--- src/hw/pcm_pkg.sv ---
package pcm_pkg;

    // byte offsets of the configuration doublewords
    localparam logic [11:0] OFS_IDS = 12'h000;
    localparam logic [11:0] OFS_CMD = 12'h004;
    localparam logic [11:0] OFS_CLASS = 12'h008;
    localparam logic [11:0] OFS_MISC = 12'h00c;
    localparam logic [11:0] OFS_BAR0 = 12'h010;
    localparam logic [11:0] OFS_BAR1 = 12'h014;
    localparam logic [11:0] OFS_BAR2 = 12'h018;
    localparam logic [11:0] OFS_BAR3 = 12'h01c;
    localparam logic [11:0] OFS_BAR4 = 12'h020;
    localparam logic [11:0] OFS_BAR5 = 12'h024;
    localparam logic [11:0] OFS_CARDBUS = 12'h028;
    localparam logic [11:0] OFS_SUBSYS = 12'h02c;
    localparam logic [11:0] OFS_ROM_EP = 12'h030;
    localparam logic [11:0] OFS_CAPABILITY_LIST_POINTER = 12'h034;
    localparam logic [11:0] OFS_ROM_RP = 12'h038;
    localparam logic [11:0] OFS_INTR = 12'h03c;
    localparam logic [11:0] OFS_ROOT_CTRL = 12'h07c;
    localparam logic [11:0] OFS_LINK_CTRL2 = 12'h090;
    localparam logic [11:0] OFS_GAP_FIRST = 12'h094;
    localparam logic [11:0] OFS_MSIX_HDR = 12'h09c;
    localparam logic [11:0] OFS_MSIX_TABLE = 12'h0a0;
    localparam logic [11:0] OFS_MSIX_PBA = 12'h0a4;
    localparam logic [11:0] OFS_LEGACY_FIRST = 12'h0a8;
    localparam logic [11:0] OFS_LEGACY_LAST = 12'h0ff;
    localparam logic [11:0] OFS_SN_HDR = 12'h100;
    localparam logic [11:0] OFS_SN_LOW = 12'h104;
    localparam logic [11:0] OFS_SN_HIGH = 12'h108;
    localparam logic [11:0] OFS_VC_HDR = 12'h10c;
    localparam logic [11:0] OFS_VC_CAP1 = 12'h110;
    localparam logic [11:0] OFS_VC_CAP2 = 12'h114;
    localparam logic [11:0] OFS_VC_PORT_CTRL = 12'h118;
    localparam logic [11:0] OFS_VC_RES_CAP = 12'h11c;
    localparam logic [11:0] OFS_VC_RES_CTRL = 12'h120;
    localparam logic [11:0] OFS_VC_RES_STAT = 12'h124;
    localparam logic [11:0] OFS_VS_HDR = 12'h128;
    localparam logic [11:0] OFS_VS_VENDOR = 12'h12c;
    localparam logic [11:0] OFS_LB_CMD = 12'h130;
    localparam logic [11:0] OFS_LB_STAT = 12'h134;
    localparam logic [11:0] OFS_LB_ERR1 = 12'h138;
    localparam logic [11:0] OFS_LB_ERR2 = 12'h13c;
    localparam logic [11:0] OFS_EXT_RSVD_FIRST = 12'h140;

    // storage slots for the writable doublewords
    localparam int NUM_SLOTS = 23;
    localparam logic [4:0] SLOT_CMD = 5'h00;
    localparam logic [4:0] SLOT_MISC = 5'h01;
    localparam logic [4:0] SLOT_BAR0 = 5'h02;
    localparam logic [4:0] SLOT_ROM = 5'h08;
    localparam logic [4:0] SLOT_INTR = 5'h09;
    localparam logic [4:0] SLOT_BR_BUS = 5'h0a;
    localparam logic [4:0] SLOT_ROOT_CTRL = 5'h16;
    localparam logic [4:0] SLOT_LINK_CTRL2 = 5'h11;
    localparam logic [4:0] SLOT_MSIX = 5'h12;
    localparam logic [4:0] SLOT_VC_PORT = 5'h13;
    localparam logic [4:0] SLOT_VC_RES = 5'h14;
    localparam logic [4:0] SLOT_LB_CMD = 5'h15;
    localparam logic [4:0] SLOT_NONE = 5'h1f;

    // writable bit masks and fixed read values
    localparam logic [31:0] WM_CMD = 32'h0000_0547;
    localparam logic [31:0] RO_STATUS_CAPLIST = 32'h0010_0000;
    localparam logic [31:0] WM_MISC = 32'h0000_ffff;
    localparam logic [31:0] WM_INTR_EP = 32'h0000_00ff;
    localparam logic [31:0] WM_INTR_RP = 32'h0fff_00ff;
    localparam logic [31:0] RO_INTR_PIN_A = 32'h0000_0100;
    localparam logic [31:0] WM_IO_WIN = 32'h0000_f0f0;
    localparam logic [31:0] RO_IO_32BIT = 32'h0000_0101;
    localparam logic [31:0] WM_MEM_WIN = 32'hfff0_fff0;
    localparam logic [31:0] RO_PREF_64BIT = 32'h0001_0001;
    localparam logic [31:0] WM_ALL = 32'hffff_ffff;
    localparam logic [31:0] WM_ROOT_CTRL = 32'h0000_001f;
    localparam logic [31:0] WM_LOW_HALF = 32'h0000_ffff;
    localparam logic [31:0] WM_MSIX = 32'hc000_0000;
    localparam logic [31:0] WM_VC_PORT = 32'h0000_000e;
    localparam logic [31:0] WM_VC_RES = 32'h0000_00fe;
    localparam logic [31:0] RO_VC_RES_CTRL = 32'h8000_0001;
    localparam logic [31:0] WM_LB_CMD = 32'h0000_0001;
    localparam logic [31:0] RO_CAPABILITY_LIST_POINTER = 32'h0000_0040;
    localparam logic [7:0] HDR_TYPE_EP = 8'h00;
    localparam logic [7:0] HDR_TYPE_RP = 8'h01;
    localparam logic [15:0] CAPID_MSIX = 16'h0011;
    localparam logic [15:0] CAPID_SN = 16'h0003;
    localparam logic [15:0] CAPID_VC = 16'h0002;
    localparam logic [15:0] CAPID_VS = 16'h000b;
    localparam logic [3:0] CAP_VERSION = 4'h1;
    localparam logic [31:0] REG_RESET = 32'h0000_0000;
    localparam int MAX_LANES = 8;

    // one decoded configuration address
    typedef struct packed {
        logic hit;
        logic [4:0] slot;
        logic [31:0] wmask;
        logic [31:0] rov;
    } pcm_dec_t;

endpackage

--- src/hw/pcm_config_space.sv ---
`timescale 1ns/1ns

// Behaviour
// - the two doublewords after the second link control register read as zero.
// - legacy range 0A8h to 0FFh is reserved and reads zero.
// - extended reads from 140h to FFFh still complete successfully with zero.
// - endpoint builds read root-port-only slot and root registers as zero.
// - serial-number capability header at 100h, serial halves at 104h and 108h.
// - virtual-channel capability at 10Ch, its registers following through 124h.
// - vendor capability at 128h, vendor header 12Ch, loopback command/status 130h/134h.
// - two loopback error count registers sit at 138h and 13Ch.
// - endpoint Type 0 header: six BARs, cardbus, subsystem, ROM 30h, pointer 34h.
// - root-port Type 1 header: two BARs, bus numbers 18h, ROM 38h, bridge 3Ch.
// - root-port upper prefetch base 28h, limit 2Ch, upper I/O halves 30h.
// - system reset is asynchronous active low and resets the whole core.
// - one, two, four or eight lane builds use lanes from zero upward.
// - each lane has a transmit pair and a receive pair, each two legs.
module pcm_config_space #(
    parameter bit IS_ROOT_PORT = 1'b0,
    parameter int LANES = 1,
    parameter bit MSIX_EN = 1'b1,
    parameter bit SN_EN = 1'b1,
    parameter bit VC_EN = 1'b1,
    parameter bit VS_EN = 1'b1,
    parameter logic [15:0] VENDOR_ID = 16'h1234, // arbitrary value
    parameter logic [15:0] FUNCTION_IDENTIFIERS = 16'h0001, // arbitrary value
    parameter logic [31:0] CLASS_REV = 32'h0000_0000,
    parameter logic [31:0] SUBSYS_IDS = 32'h0001_1234, // arbitrary value
    parameter logic [31:0] BAR_SIZE_MASK = 32'hfff0_0000,
    parameter logic [31:0] ROM_SIZE_MASK = 32'hfff0_0001,
    parameter logic [63:0] SERIAL_NUMBER = 64'h0000_0000_0000_0001, // arbitrary value
    parameter logic [31:0] VENDOR_HEADER = 32'h0000_0000,
    parameter logic [10:0] MSIX_TABLE_SIZE = 11'h000,
    parameter logic [31:0] MSIX_TABLE_LOC = 32'h0000_0000,
    parameter logic [31:0] MSIX_PBA_LOC = 32'h0000_0800
) (
    input wire logic i_clock,
    input wire logic i_reset,
    input wire logic i_sys_reset_n,
    input wire logic i_cfg_valid,
    input wire logic i_cfg_write,
    input wire logic [11:0] i_cfg_addr,
    input wire logic [3:0] i_cfg_be,
    input wire logic [31:0] i_cfg_wdata,
    output logic o_cfg_ready,
    output logic o_cpl_valid,
    output logic o_cpl_write,
    output logic [31:0] o_cpl_data,
    input wire logic [7:0] i_rx_p,
    input wire logic [7:0] i_rx_n,
    output logic [7:0] o_tx_p,
    output logic [7:0] o_tx_n,
    output logic [7:0] o_lane_used
);

    // the whole state of the block
    typedef struct packed {
        logic [pcm_pkg::NUM_SLOTS-1:0][31:0] regs;
        logic cpl_valid;
        logic cpl_write;
        logic [31:0] cpl_data;
        logic [7:0] tx_p;
        logic [7:0] tx_n;
        logic lb_active;
        logic [31:0] err1;
        logic [31:0] err2;
    } pcm_state_t;

    pcm_state_t state_q;
    pcm_state_t state_d;
    logic core_reset;
    logic [7:0] lane_mask;
    logic [31:0] lb_status;
    pcm_pkg::pcm_dec_t dec;

    // combined reset, active high
    // either reset source clears everything at once, no clock needed
    assign core_reset = i_reset | ~i_sys_reset_n;

    assign lane_mask = 8'((16'h0001 << LANES) - 16'h0001);
    assign o_lane_used = lane_mask;
    assign o_cfg_ready = 1'b1; // every request is answered in one cycle

    // loopback status: active, error seen, lanes in use
    assign lb_status = {16'h0000, lane_mask, 6'h00, (state_q.err1 != 32'h0) | (state_q.err2 != 32'h0),
                        state_q.lb_active};

    // next pointer of an extended capability, zero ends the chain
    function automatic logic [11:0] next_ext(input bit vc, input bit vs);
        next_ext = vc ? pcm_pkg::OFS_VC_HDR : (vs ? pcm_pkg::OFS_VS_HDR : 12'h000);
    endfunction

    // extended capability header word
    function automatic logic [31:0] ext_hdr(input logic [15:0] id, input logic [11:0] nxt);
        ext_hdr = {nxt, pcm_pkg::CAP_VERSION, id};
    endfunction

    // map one doubleword address to its storage slot, writable mask and fixed bits
    function automatic pcm_pkg::pcm_dec_t decode(input logic [11:0] a);
        pcm_pkg::pcm_dec_t d;
        d = '0;
        d.slot = pcm_pkg::SLOT_NONE;
        case (a)
            pcm_pkg::OFS_IDS: begin
                d.hit = 1'b1;
                d.rov = {FUNCTION_IDENTIFIERS, VENDOR_ID};
            end
            pcm_pkg::OFS_CMD: begin
                d = '{1'b1, pcm_pkg::SLOT_CMD, pcm_pkg::WM_CMD, pcm_pkg::RO_STATUS_CAPLIST};
            end
            pcm_pkg::OFS_CLASS: begin
                d.hit = 1'b1;
                d.rov = CLASS_REV;
            end
            pcm_pkg::OFS_MISC: begin
                d = '{1'b1, pcm_pkg::SLOT_MISC, pcm_pkg::WM_MISC, 32'h0000_0000};
                d.rov[23:16] = IS_ROOT_PORT ? pcm_pkg::HDR_TYPE_RP : pcm_pkg::HDR_TYPE_EP;
            end
            pcm_pkg::OFS_BAR0, pcm_pkg::OFS_BAR1: begin
                // word index minus four picks the window slot, so windows never share storage
                d = '{1'b1, 5'(pcm_pkg::SLOT_BAR0 + {1'b0, a[5:2]} - 5'h04), BAR_SIZE_MASK, 32'h0000_0000};
            end
            pcm_pkg::OFS_BAR2, pcm_pkg::OFS_BAR3, pcm_pkg::OFS_BAR4, pcm_pkg::OFS_BAR5: begin
                if (IS_ROOT_PORT) begin
                    d.hit = 1'b1;
                    d.slot = 5'(pcm_pkg::SLOT_BR_BUS + {1'b0, a[5:2]} - 5'h06);
                    case (a)
                        pcm_pkg::OFS_BAR2: d.wmask = pcm_pkg::WM_ALL;
                        pcm_pkg::OFS_BAR3: begin
                            d.wmask = pcm_pkg::WM_IO_WIN;
                            d.rov = pcm_pkg::RO_IO_32BIT;
                        end
                        pcm_pkg::OFS_BAR4: d.wmask = pcm_pkg::WM_MEM_WIN;
                        default: begin
                            d.wmask = pcm_pkg::WM_MEM_WIN;
                            d.rov = pcm_pkg::RO_PREF_64BIT;
                        end
                    endcase
                end else begin
                    d = '{1'b1, 5'(pcm_pkg::SLOT_BAR0 + {1'b0, a[5:2]} - 5'h04), BAR_SIZE_MASK, 32'h0000_0000};
                end
            end
            pcm_pkg::OFS_CARDBUS, pcm_pkg::OFS_SUBSYS: begin
                if (IS_ROOT_PORT) begin
                    d = '{1'b1, 5'(pcm_pkg::SLOT_BR_BUS + {1'b0, a[5:2]} - 5'h06), pcm_pkg::WM_ALL, 32'h0000_0000};
                end else begin
                    d.hit = 1'b1;
                    d.rov = (a == pcm_pkg::OFS_SUBSYS) ? SUBSYS_IDS : 32'h0000_0000;
                end
            end
            pcm_pkg::OFS_ROM_EP: begin
                if (IS_ROOT_PORT) begin
                    d = '{1'b1, 5'(pcm_pkg::SLOT_BR_BUS + 5'h06), pcm_pkg::WM_ALL, 32'h0000_0000};
                end else begin
                    d = '{1'b1, pcm_pkg::SLOT_ROM, ROM_SIZE_MASK, 32'h0000_0000};
                end
            end
            pcm_pkg::OFS_CAPABILITY_LIST_POINTER: begin
                d.hit = 1'b1;
                d.rov = pcm_pkg::RO_CAPABILITY_LIST_POINTER;
            end
            pcm_pkg::OFS_ROM_RP: begin
                if (IS_ROOT_PORT) begin
                    d = '{1'b1, pcm_pkg::SLOT_ROM, ROM_SIZE_MASK, 32'h0000_0000};
                end
            end
            pcm_pkg::OFS_INTR: begin
                d = '{1'b1, pcm_pkg::SLOT_INTR, IS_ROOT_PORT ? pcm_pkg::WM_INTR_RP : pcm_pkg::WM_INTR_EP,
                      pcm_pkg::RO_INTR_PIN_A};
            end
            // root control only on root ports
            pcm_pkg::OFS_ROOT_CTRL: begin
                if (IS_ROOT_PORT) begin
                    d = '{1'b1, pcm_pkg::SLOT_ROOT_CTRL, pcm_pkg::WM_ROOT_CTRL, 32'h0000_0000};
                end
            end
            pcm_pkg::OFS_LINK_CTRL2: begin
                d = '{1'b1, pcm_pkg::SLOT_LINK_CTRL2, pcm_pkg::WM_LOW_HALF, 32'h0000_0000};
            end
            pcm_pkg::OFS_MSIX_HDR: begin
                if (MSIX_EN) begin
                    d = '{1'b1, pcm_pkg::SLOT_MSIX, pcm_pkg::WM_MSIX,
                          {5'h00, MSIX_TABLE_SIZE, pcm_pkg::CAPID_MSIX}};
                end
            end
            pcm_pkg::OFS_MSIX_TABLE, pcm_pkg::OFS_MSIX_PBA: begin
                d.hit = MSIX_EN;
                d.rov = (a == pcm_pkg::OFS_MSIX_PBA) ? MSIX_PBA_LOC : MSIX_TABLE_LOC;
            end
            pcm_pkg::OFS_SN_HDR: begin
                d.hit = SN_EN;
                d.rov = ext_hdr(pcm_pkg::CAPID_SN, next_ext(VC_EN, VS_EN));
            end
            pcm_pkg::OFS_SN_LOW: begin
                d.hit = SN_EN;
                d.rov = SERIAL_NUMBER[31:0];
            end
            pcm_pkg::OFS_SN_HIGH: begin
                d.hit = SN_EN;
                d.rov = SERIAL_NUMBER[63:32];
            end
            pcm_pkg::OFS_VC_HDR: begin
                d.hit = VC_EN;
                d.rov = ext_hdr(pcm_pkg::CAPID_VC, next_ext(1'b0, VS_EN));
            end
            pcm_pkg::OFS_VC_CAP1, pcm_pkg::OFS_VC_CAP2, pcm_pkg::OFS_VC_RES_CAP, pcm_pkg::OFS_VC_RES_STAT: begin
                d.hit = VC_EN; // only VC0, no arbitration tables
            end
            pcm_pkg::OFS_VC_PORT_CTRL: begin
                if (VC_EN) begin
                    d = '{1'b1, pcm_pkg::SLOT_VC_PORT, pcm_pkg::WM_VC_PORT, 32'h0000_0000};
                end
            end
            pcm_pkg::OFS_VC_RES_CTRL: begin
                if (VC_EN) begin
                    d = '{1'b1, pcm_pkg::SLOT_VC_RES, pcm_pkg::WM_VC_RES, pcm_pkg::RO_VC_RES_CTRL};
                end
            end
            pcm_pkg::OFS_VS_HDR: begin
                d.hit = VS_EN;
                d.rov = ext_hdr(pcm_pkg::CAPID_VS, 12'h000);
            end
            pcm_pkg::OFS_VS_VENDOR: begin
                d.hit = VS_EN;
                d.rov = VENDOR_HEADER;
            end
            pcm_pkg::OFS_LB_CMD: begin
                if (VS_EN) begin
                    d = '{1'b1, pcm_pkg::SLOT_LB_CMD, pcm_pkg::WM_LB_CMD, 32'h0000_0000};
                end
            end
            pcm_pkg::OFS_LB_STAT: begin
                d.hit = VS_EN;
                d.rov = lb_status;
            end
            pcm_pkg::OFS_LB_ERR1: begin
                d.hit = VS_EN;
                d.rov = state_q.err1;
            end
            pcm_pkg::OFS_LB_ERR2: begin
                d.hit = VS_EN;
                d.rov = state_q.err2;
            end
            default: d = '{1'b0, pcm_pkg::SLOT_NONE, 32'h0000_0000, 32'h0000_0000};
        endcase
        decode = d;
    endfunction

    assign dec = decode({i_cfg_addr[11:2], 2'b00});

    // next state: configuration access, completion, loopback lanes
    always_comb begin
        logic [31:0] be_mask;
        logic [31:0] old;
        logic lb_en;
        logic [7:0] bad_pair;
        logic [7:0] mismatch;
        be_mask = {{8{i_cfg_be[3]}}, {8{i_cfg_be[2]}}, {8{i_cfg_be[1]}}, {8{i_cfg_be[0]}}};
        old = 32'h0000_0000;
        state_d = state_q;
        state_d.cpl_valid = 1'b0;
        state_d.cpl_write = 1'b0;
        if (i_cfg_valid) begin
            state_d.cpl_valid = 1'b1;
            state_d.cpl_write = i_cfg_write;
            state_d.cpl_data = 32'h0000_0000;
            if (dec.slot != pcm_pkg::SLOT_NONE) begin
                old = state_q.regs[dec.slot];
            end
            if (!i_cfg_write) begin
                state_d.cpl_data = dec.hit ? ((old & dec.wmask) | dec.rov) : 32'h0000_0000;
            end else if (dec.slot != pcm_pkg::SLOT_NONE) begin
                // only writable bits take the write
                state_d.regs[dec.slot] = (old & ~(dec.wmask & be_mask)) | (i_cfg_wdata & dec.wmask & be_mask);
            end
        end
        // loopback steered by the command bit
        lb_en = VS_EN && state_q.regs[pcm_pkg::SLOT_LB_CMD][0];
        state_d.lb_active = lb_en;
        bad_pair = (i_rx_p ~^ i_rx_n) & lane_mask;
        mismatch = (i_rx_p ^ state_q.tx_p) & lane_mask;
        // counts restart when loopback starts, saturate at the top
        if (lb_en && !state_q.lb_active) begin
            state_d.err1 = 32'h0000_0000;
            state_d.err2 = 32'h0000_0000;
        end else if (lb_en) begin
            if ((bad_pair != 8'h00) && (state_q.err1 != 32'hffff_ffff)) begin
                state_d.err1 = state_q.err1 + 32'h0000_0001;
            end
            if (state_q.lb_active && (mismatch != 8'h00) && (state_q.err2 != 32'hffff_ffff)) begin
                state_d.err2 = state_q.err2 + 32'h0000_0001;
            end
        end
        // differential pairs on used lanes only
        state_d.tx_p = lb_en ? (i_rx_p & lane_mask) : 8'h00;
        state_d.tx_n = lane_mask & ~state_d.tx_p;
    end

    // single state register
    always_ff @(posedge i_clock or posedge core_reset) begin
        if (core_reset) begin
            state_q <= '0;
        end else begin
            state_q <= state_d;
        end
    end

    assign o_cpl_valid = state_q.cpl_valid;
    assign o_cpl_write = state_q.cpl_write;
    assign o_cpl_data = state_q.cpl_data;
    assign o_tx_p = state_q.tx_p;
    assign o_tx_n = state_q.tx_n;

endmodule

--- config.mk ---
export PLATFORM = sky130hd
export DESIGN_NAME = pcm_config_space
export DESIGN_NICKNAME = d
export VERILOG_FILES = /design/src/hw/pcm_pkg.sv /design/src/hw/pcm_config_space.sv
export SDC_FILE = /design/constraint.sdc
export NUM_CORES = 2
export LEC_CHECK = 0
export BUFFER_PORTS_ARGS = -buffer_cell sky130_fd_sc_hd__clkbuf_2
export CAP_MARGIN = 20
export CORE_UTILIZATION = 56
export DETAILED_ROUTE_END_ITERATION = 8
export GPL_TIMING_DRIVEN = 0
export PLACE_DENSITY = 0.76
export SLEW_MARGIN = 25
export SYNTH_ARGS = -nofsm -noshare
export SYNTH_HDL_FRONTEND = slang
export SYNTH_SLANG_ARGS = --single-unit
--- constraint.sdc ---
create_clock -name i_clock -period 49.4 [get_ports i_clock]
set_input_delay 7.41 -clock i_clock [delete_from_list [all_inputs] [get_ports i_clock]]
set_output_delay 7.41 -clock i_clock [all_outputs]
set_load 0.02 [all_outputs]
==> flow_metrics.env <==
export IMPL_synth_async_reset_ratio_pct=100
export IMPL_antenna_found_initial=7
export IMPL_dieArea_um2=56700
export IMPL_clockBufferDepth=3
export IMPL_required_ns=49.93
export IMPL_ys_seq_elements=694
export IMPL_setup_tns_ns=0
export IMPL_relSlewSlack_pct=18.7
export IMPL_crit_family="compound AO/OA/AOI/OAI gates"
export IMPL_syn_avg_cell_area_um2=9.64
export IMPL_tritoncts="yes"
export IMPL_hold_viol_final=0
export IMPL_rsz0062_at_grt="false"
export IMPL_whs_ns=0.382
export IMPL_firstDrtPassIters=9
export IMPL_ir_worst_vdd_mv=0.0248
export IMPL_drt_met1_wl_mm=42.1
export IMPL_placedInstanceArea_um2=33400
export IMPL_dp_hpwl_mm=82.1
export IMPL_status="completed"
export IMPL_num_vias=27880
export IMPL_htree_levels=3
export IMPL_final_nets=3522
export IMPL_wl_met2_mm=48.5
export IMPL_fin_skew_ns=0.0365
export IMPL_p_per_area_nw_per_um2=32.3
export IMPL_crit_slowest_cell="a2111oi_0"
export IMPL_startpoint_type="primary input"
export IMPL_grtUsageTotal_pct=41.7
export IMPL_finalCoreUtilization_pct=64.8
export IMPL_max_freq_mhz=78.9
export IMPL_fin_area_um2=35700
export IMPL_cts_sinks=694
export IMPL_worstPathMaxFanout=10
export IMPL_io_pins=128
export IMPL_cellLeakagePower_nw=16.3
export IMPL_wl_met3_mm=16.8
export IMPL_hold_buffers=0
export IMPL_maxCapViolCount=0
export IMPL_drv_slew=0
export IMPL_grt_max_degree=27
export IMPL_path_buf_inv=6
export IMPL_period_minus_slack_ns=12.67
export IMPL_port_buffers=80
export IMPL_syn2layout_area_growth_pct=14.5
export IMPL_remaining_drc_errors=0
export IMPL_slowest_delay_ns=0.95
export IMPL_placed_cells=4119
export IMPL_grt_pass1_vias=26630
export IMPL_critical_path_depth=15
export IMPL_synth_edf_count=0
export IMPL_top_layer_used="met5"
export IMPL_path_clk_slew_ns=0.06
export IMPL_cts_buffers=73
export IMPL_instances_no_fill=4245
export IMPL_ys_warn_count=0
export IMPL_ant_nets=0
export IMPL_hold_path_class="flop to flop"
export IMPL_die_x_um=238
export IMPL_core_area_um2=55100
export IMPL_worst_slew_pin_slew_ns=1.19
export IMPL_grt_overflow=0
export IMPL_crit_type="primary input to flop"
export IMPL_synthFlopType="dfrtp_1"
export IMPL_drt_iter0_drc=4221
export IMPL_cts_setup_buffers=0
export IMPL_start_util_pct=56.6
export IMPL_fin_crit_sh_pct=25.7
export IMPL_vias_per_cell=6.57
export IMPL_insertion_delay_ns=0.63
export IMPL_layout_commonest_cell="dfrtp_1"
export IMPL_ys_seq_area_share_pct=55.7
export IMPL_min_path_cells=0
export IMPL_end_kind="flop"
export IMPL_finalWirelength_mm=117
export IMPL_path_cells="buf_2 > buf_2 > inv_1 > buf_1 > ha_1 > o32ai_1 > o21ai_2 > or3_1 > clkbuf_1 > clkbuf_1 > o22ai_1 > a22o_1 > a2111oi_0 > nand4_1 > o221ai_1"
export IMPL_rows=86
export IMPL_ctsResizeCount=0
export IMPL_dieHeight_um=238
export IMPL_setup_ws_ns=36.73
export IMPL_synth_distinct_cells=103
export IMPL_syn_inst=3236
export IMPL_crit_arrival_ns=13.20
export IMPL_total_power_mw=1.16
export IMPL_drive_gt1_share_pct=13.1
export IMPL_finalSetupViolations=0
export IMPL_place_congestion=1.06
export IMPL_r2r_cells=8
export IMPL_cts_root_buf="clkbuf_16"
export IMPL_mostFrequentLayoutCells="694 x dfrtp_1, 468 x nor2_1, 456 x clkbuf_1"
export IMPL_post_drt_wl_per_cell_um=27.5
export IMPL_post_place_ws_ns=36.73
export IMPL_grt_pass1_wl_mm=172
export IMPL_netlist_area_um2=31200
power by group:
| group | internal (mW) | switching [mW] |
|---|---|---|
| sequential | 0.569 | 0.000165 |
| clock | 0.312 | 0.232 |
| combinational | 0.0132 | 0.0293 |
| total | 0.894 | 0.261 |
worst paths after layout:
check                                 to     startpoint  slack [ns]
max in group asynchronous   state_q[619]        i_reset       40.30
setup reg to reg             state_q[41]    state_d[64]       46.25
hold reg to reg             lb_status[0]    state_d[64]        0.38
setup / recovery           o_cpl_data[9]  i_cfg_addr[3]       36.73
min in group asynchronous   state_q[604]  i_sys_reset_n        6.92
hold / removal              lb_status[0]    state_d[64]        0.38
flip-flops by register name, summed over array words and instances (netlist names):
name	flops
lb_status	1
o_cpl_data	32
o_tx_n	1
o_tx_p	1
o_cpl_valid	1
state_d	1
state_q	656
o_cpl_write	1
cell families after synthesis:
group,Yosys count,synth area share [%]
other cells,2,0.0241
fa+ha+maj,5,0.201
simple gates,961,14.3
buf+inv,630,8.98
mux,29,0.971
xor+xnor,61,1.71
compound gates,854,18.1
flops,694,55.7
layer usage:
layer  GRT usage [%]  up-vias
met1            53.0    13505
li1                -    11448
met4            27.9       10
met3            16.1      599
met5               0        -
met2            59.0     2318
layout make-up:
class                      count  area, um^2
buffer                       601        2690
inverter                      29         109
tap                          748         936
clock buffer                 107        2130
fill                        4526       19400
sequential                   694       17400
timing repair buffer         116        1140
clock inverter                12         159
multi-input combinational   1933       11200
antenna                        5        12.5
cell usage after synthesis (28+ instances only):
| master | n | share of area, % |
|---|---|---|
| and3_1 | 31 | 0.62 |
| buf_2 | 68 | 1.1 |
| nand3_1 | 58 | 0.93 |
| nor2_1 | 469 | 5.6 |
| buf_4 | 75 | 1.8 |
| clkbuf_1 | 439 | 5.3 |
| a31oi_1 | 61 | 1.2 |
| o221ai_1 | 28 | 0.79 |
| dfrtp_1 | 694 | 56 |
| nand4_1 | 38 | 0.76 |
| o22ai_1 | 73 | 1.5 |
| nor3_1 | 41 | 0.66 |
| inv_1 | 29 | 0.35 |
| xor2_1 | 45 | 1.3 |
| a21oi_1 | 310 | 5.0 |
| nor4_1 | 33 | 0.66 |
| nand2_1 | 166 | 2.0 |
| o21ai_0 | 101 | 1.6 |
worst register-to-register path, stage by stage (launching register included):
cell	delay (ns)
dfrtp_1	0.34
clkbuf_1	0.46
nand2_1	0.25
a41oi_1	0.71
nand4_1	0.39
nor2_1	0.48
nand3_1	0.16
xor2_1	0.17
nor2_1	0.05
No activity file was read; power rests on OpenSTA's default activity.
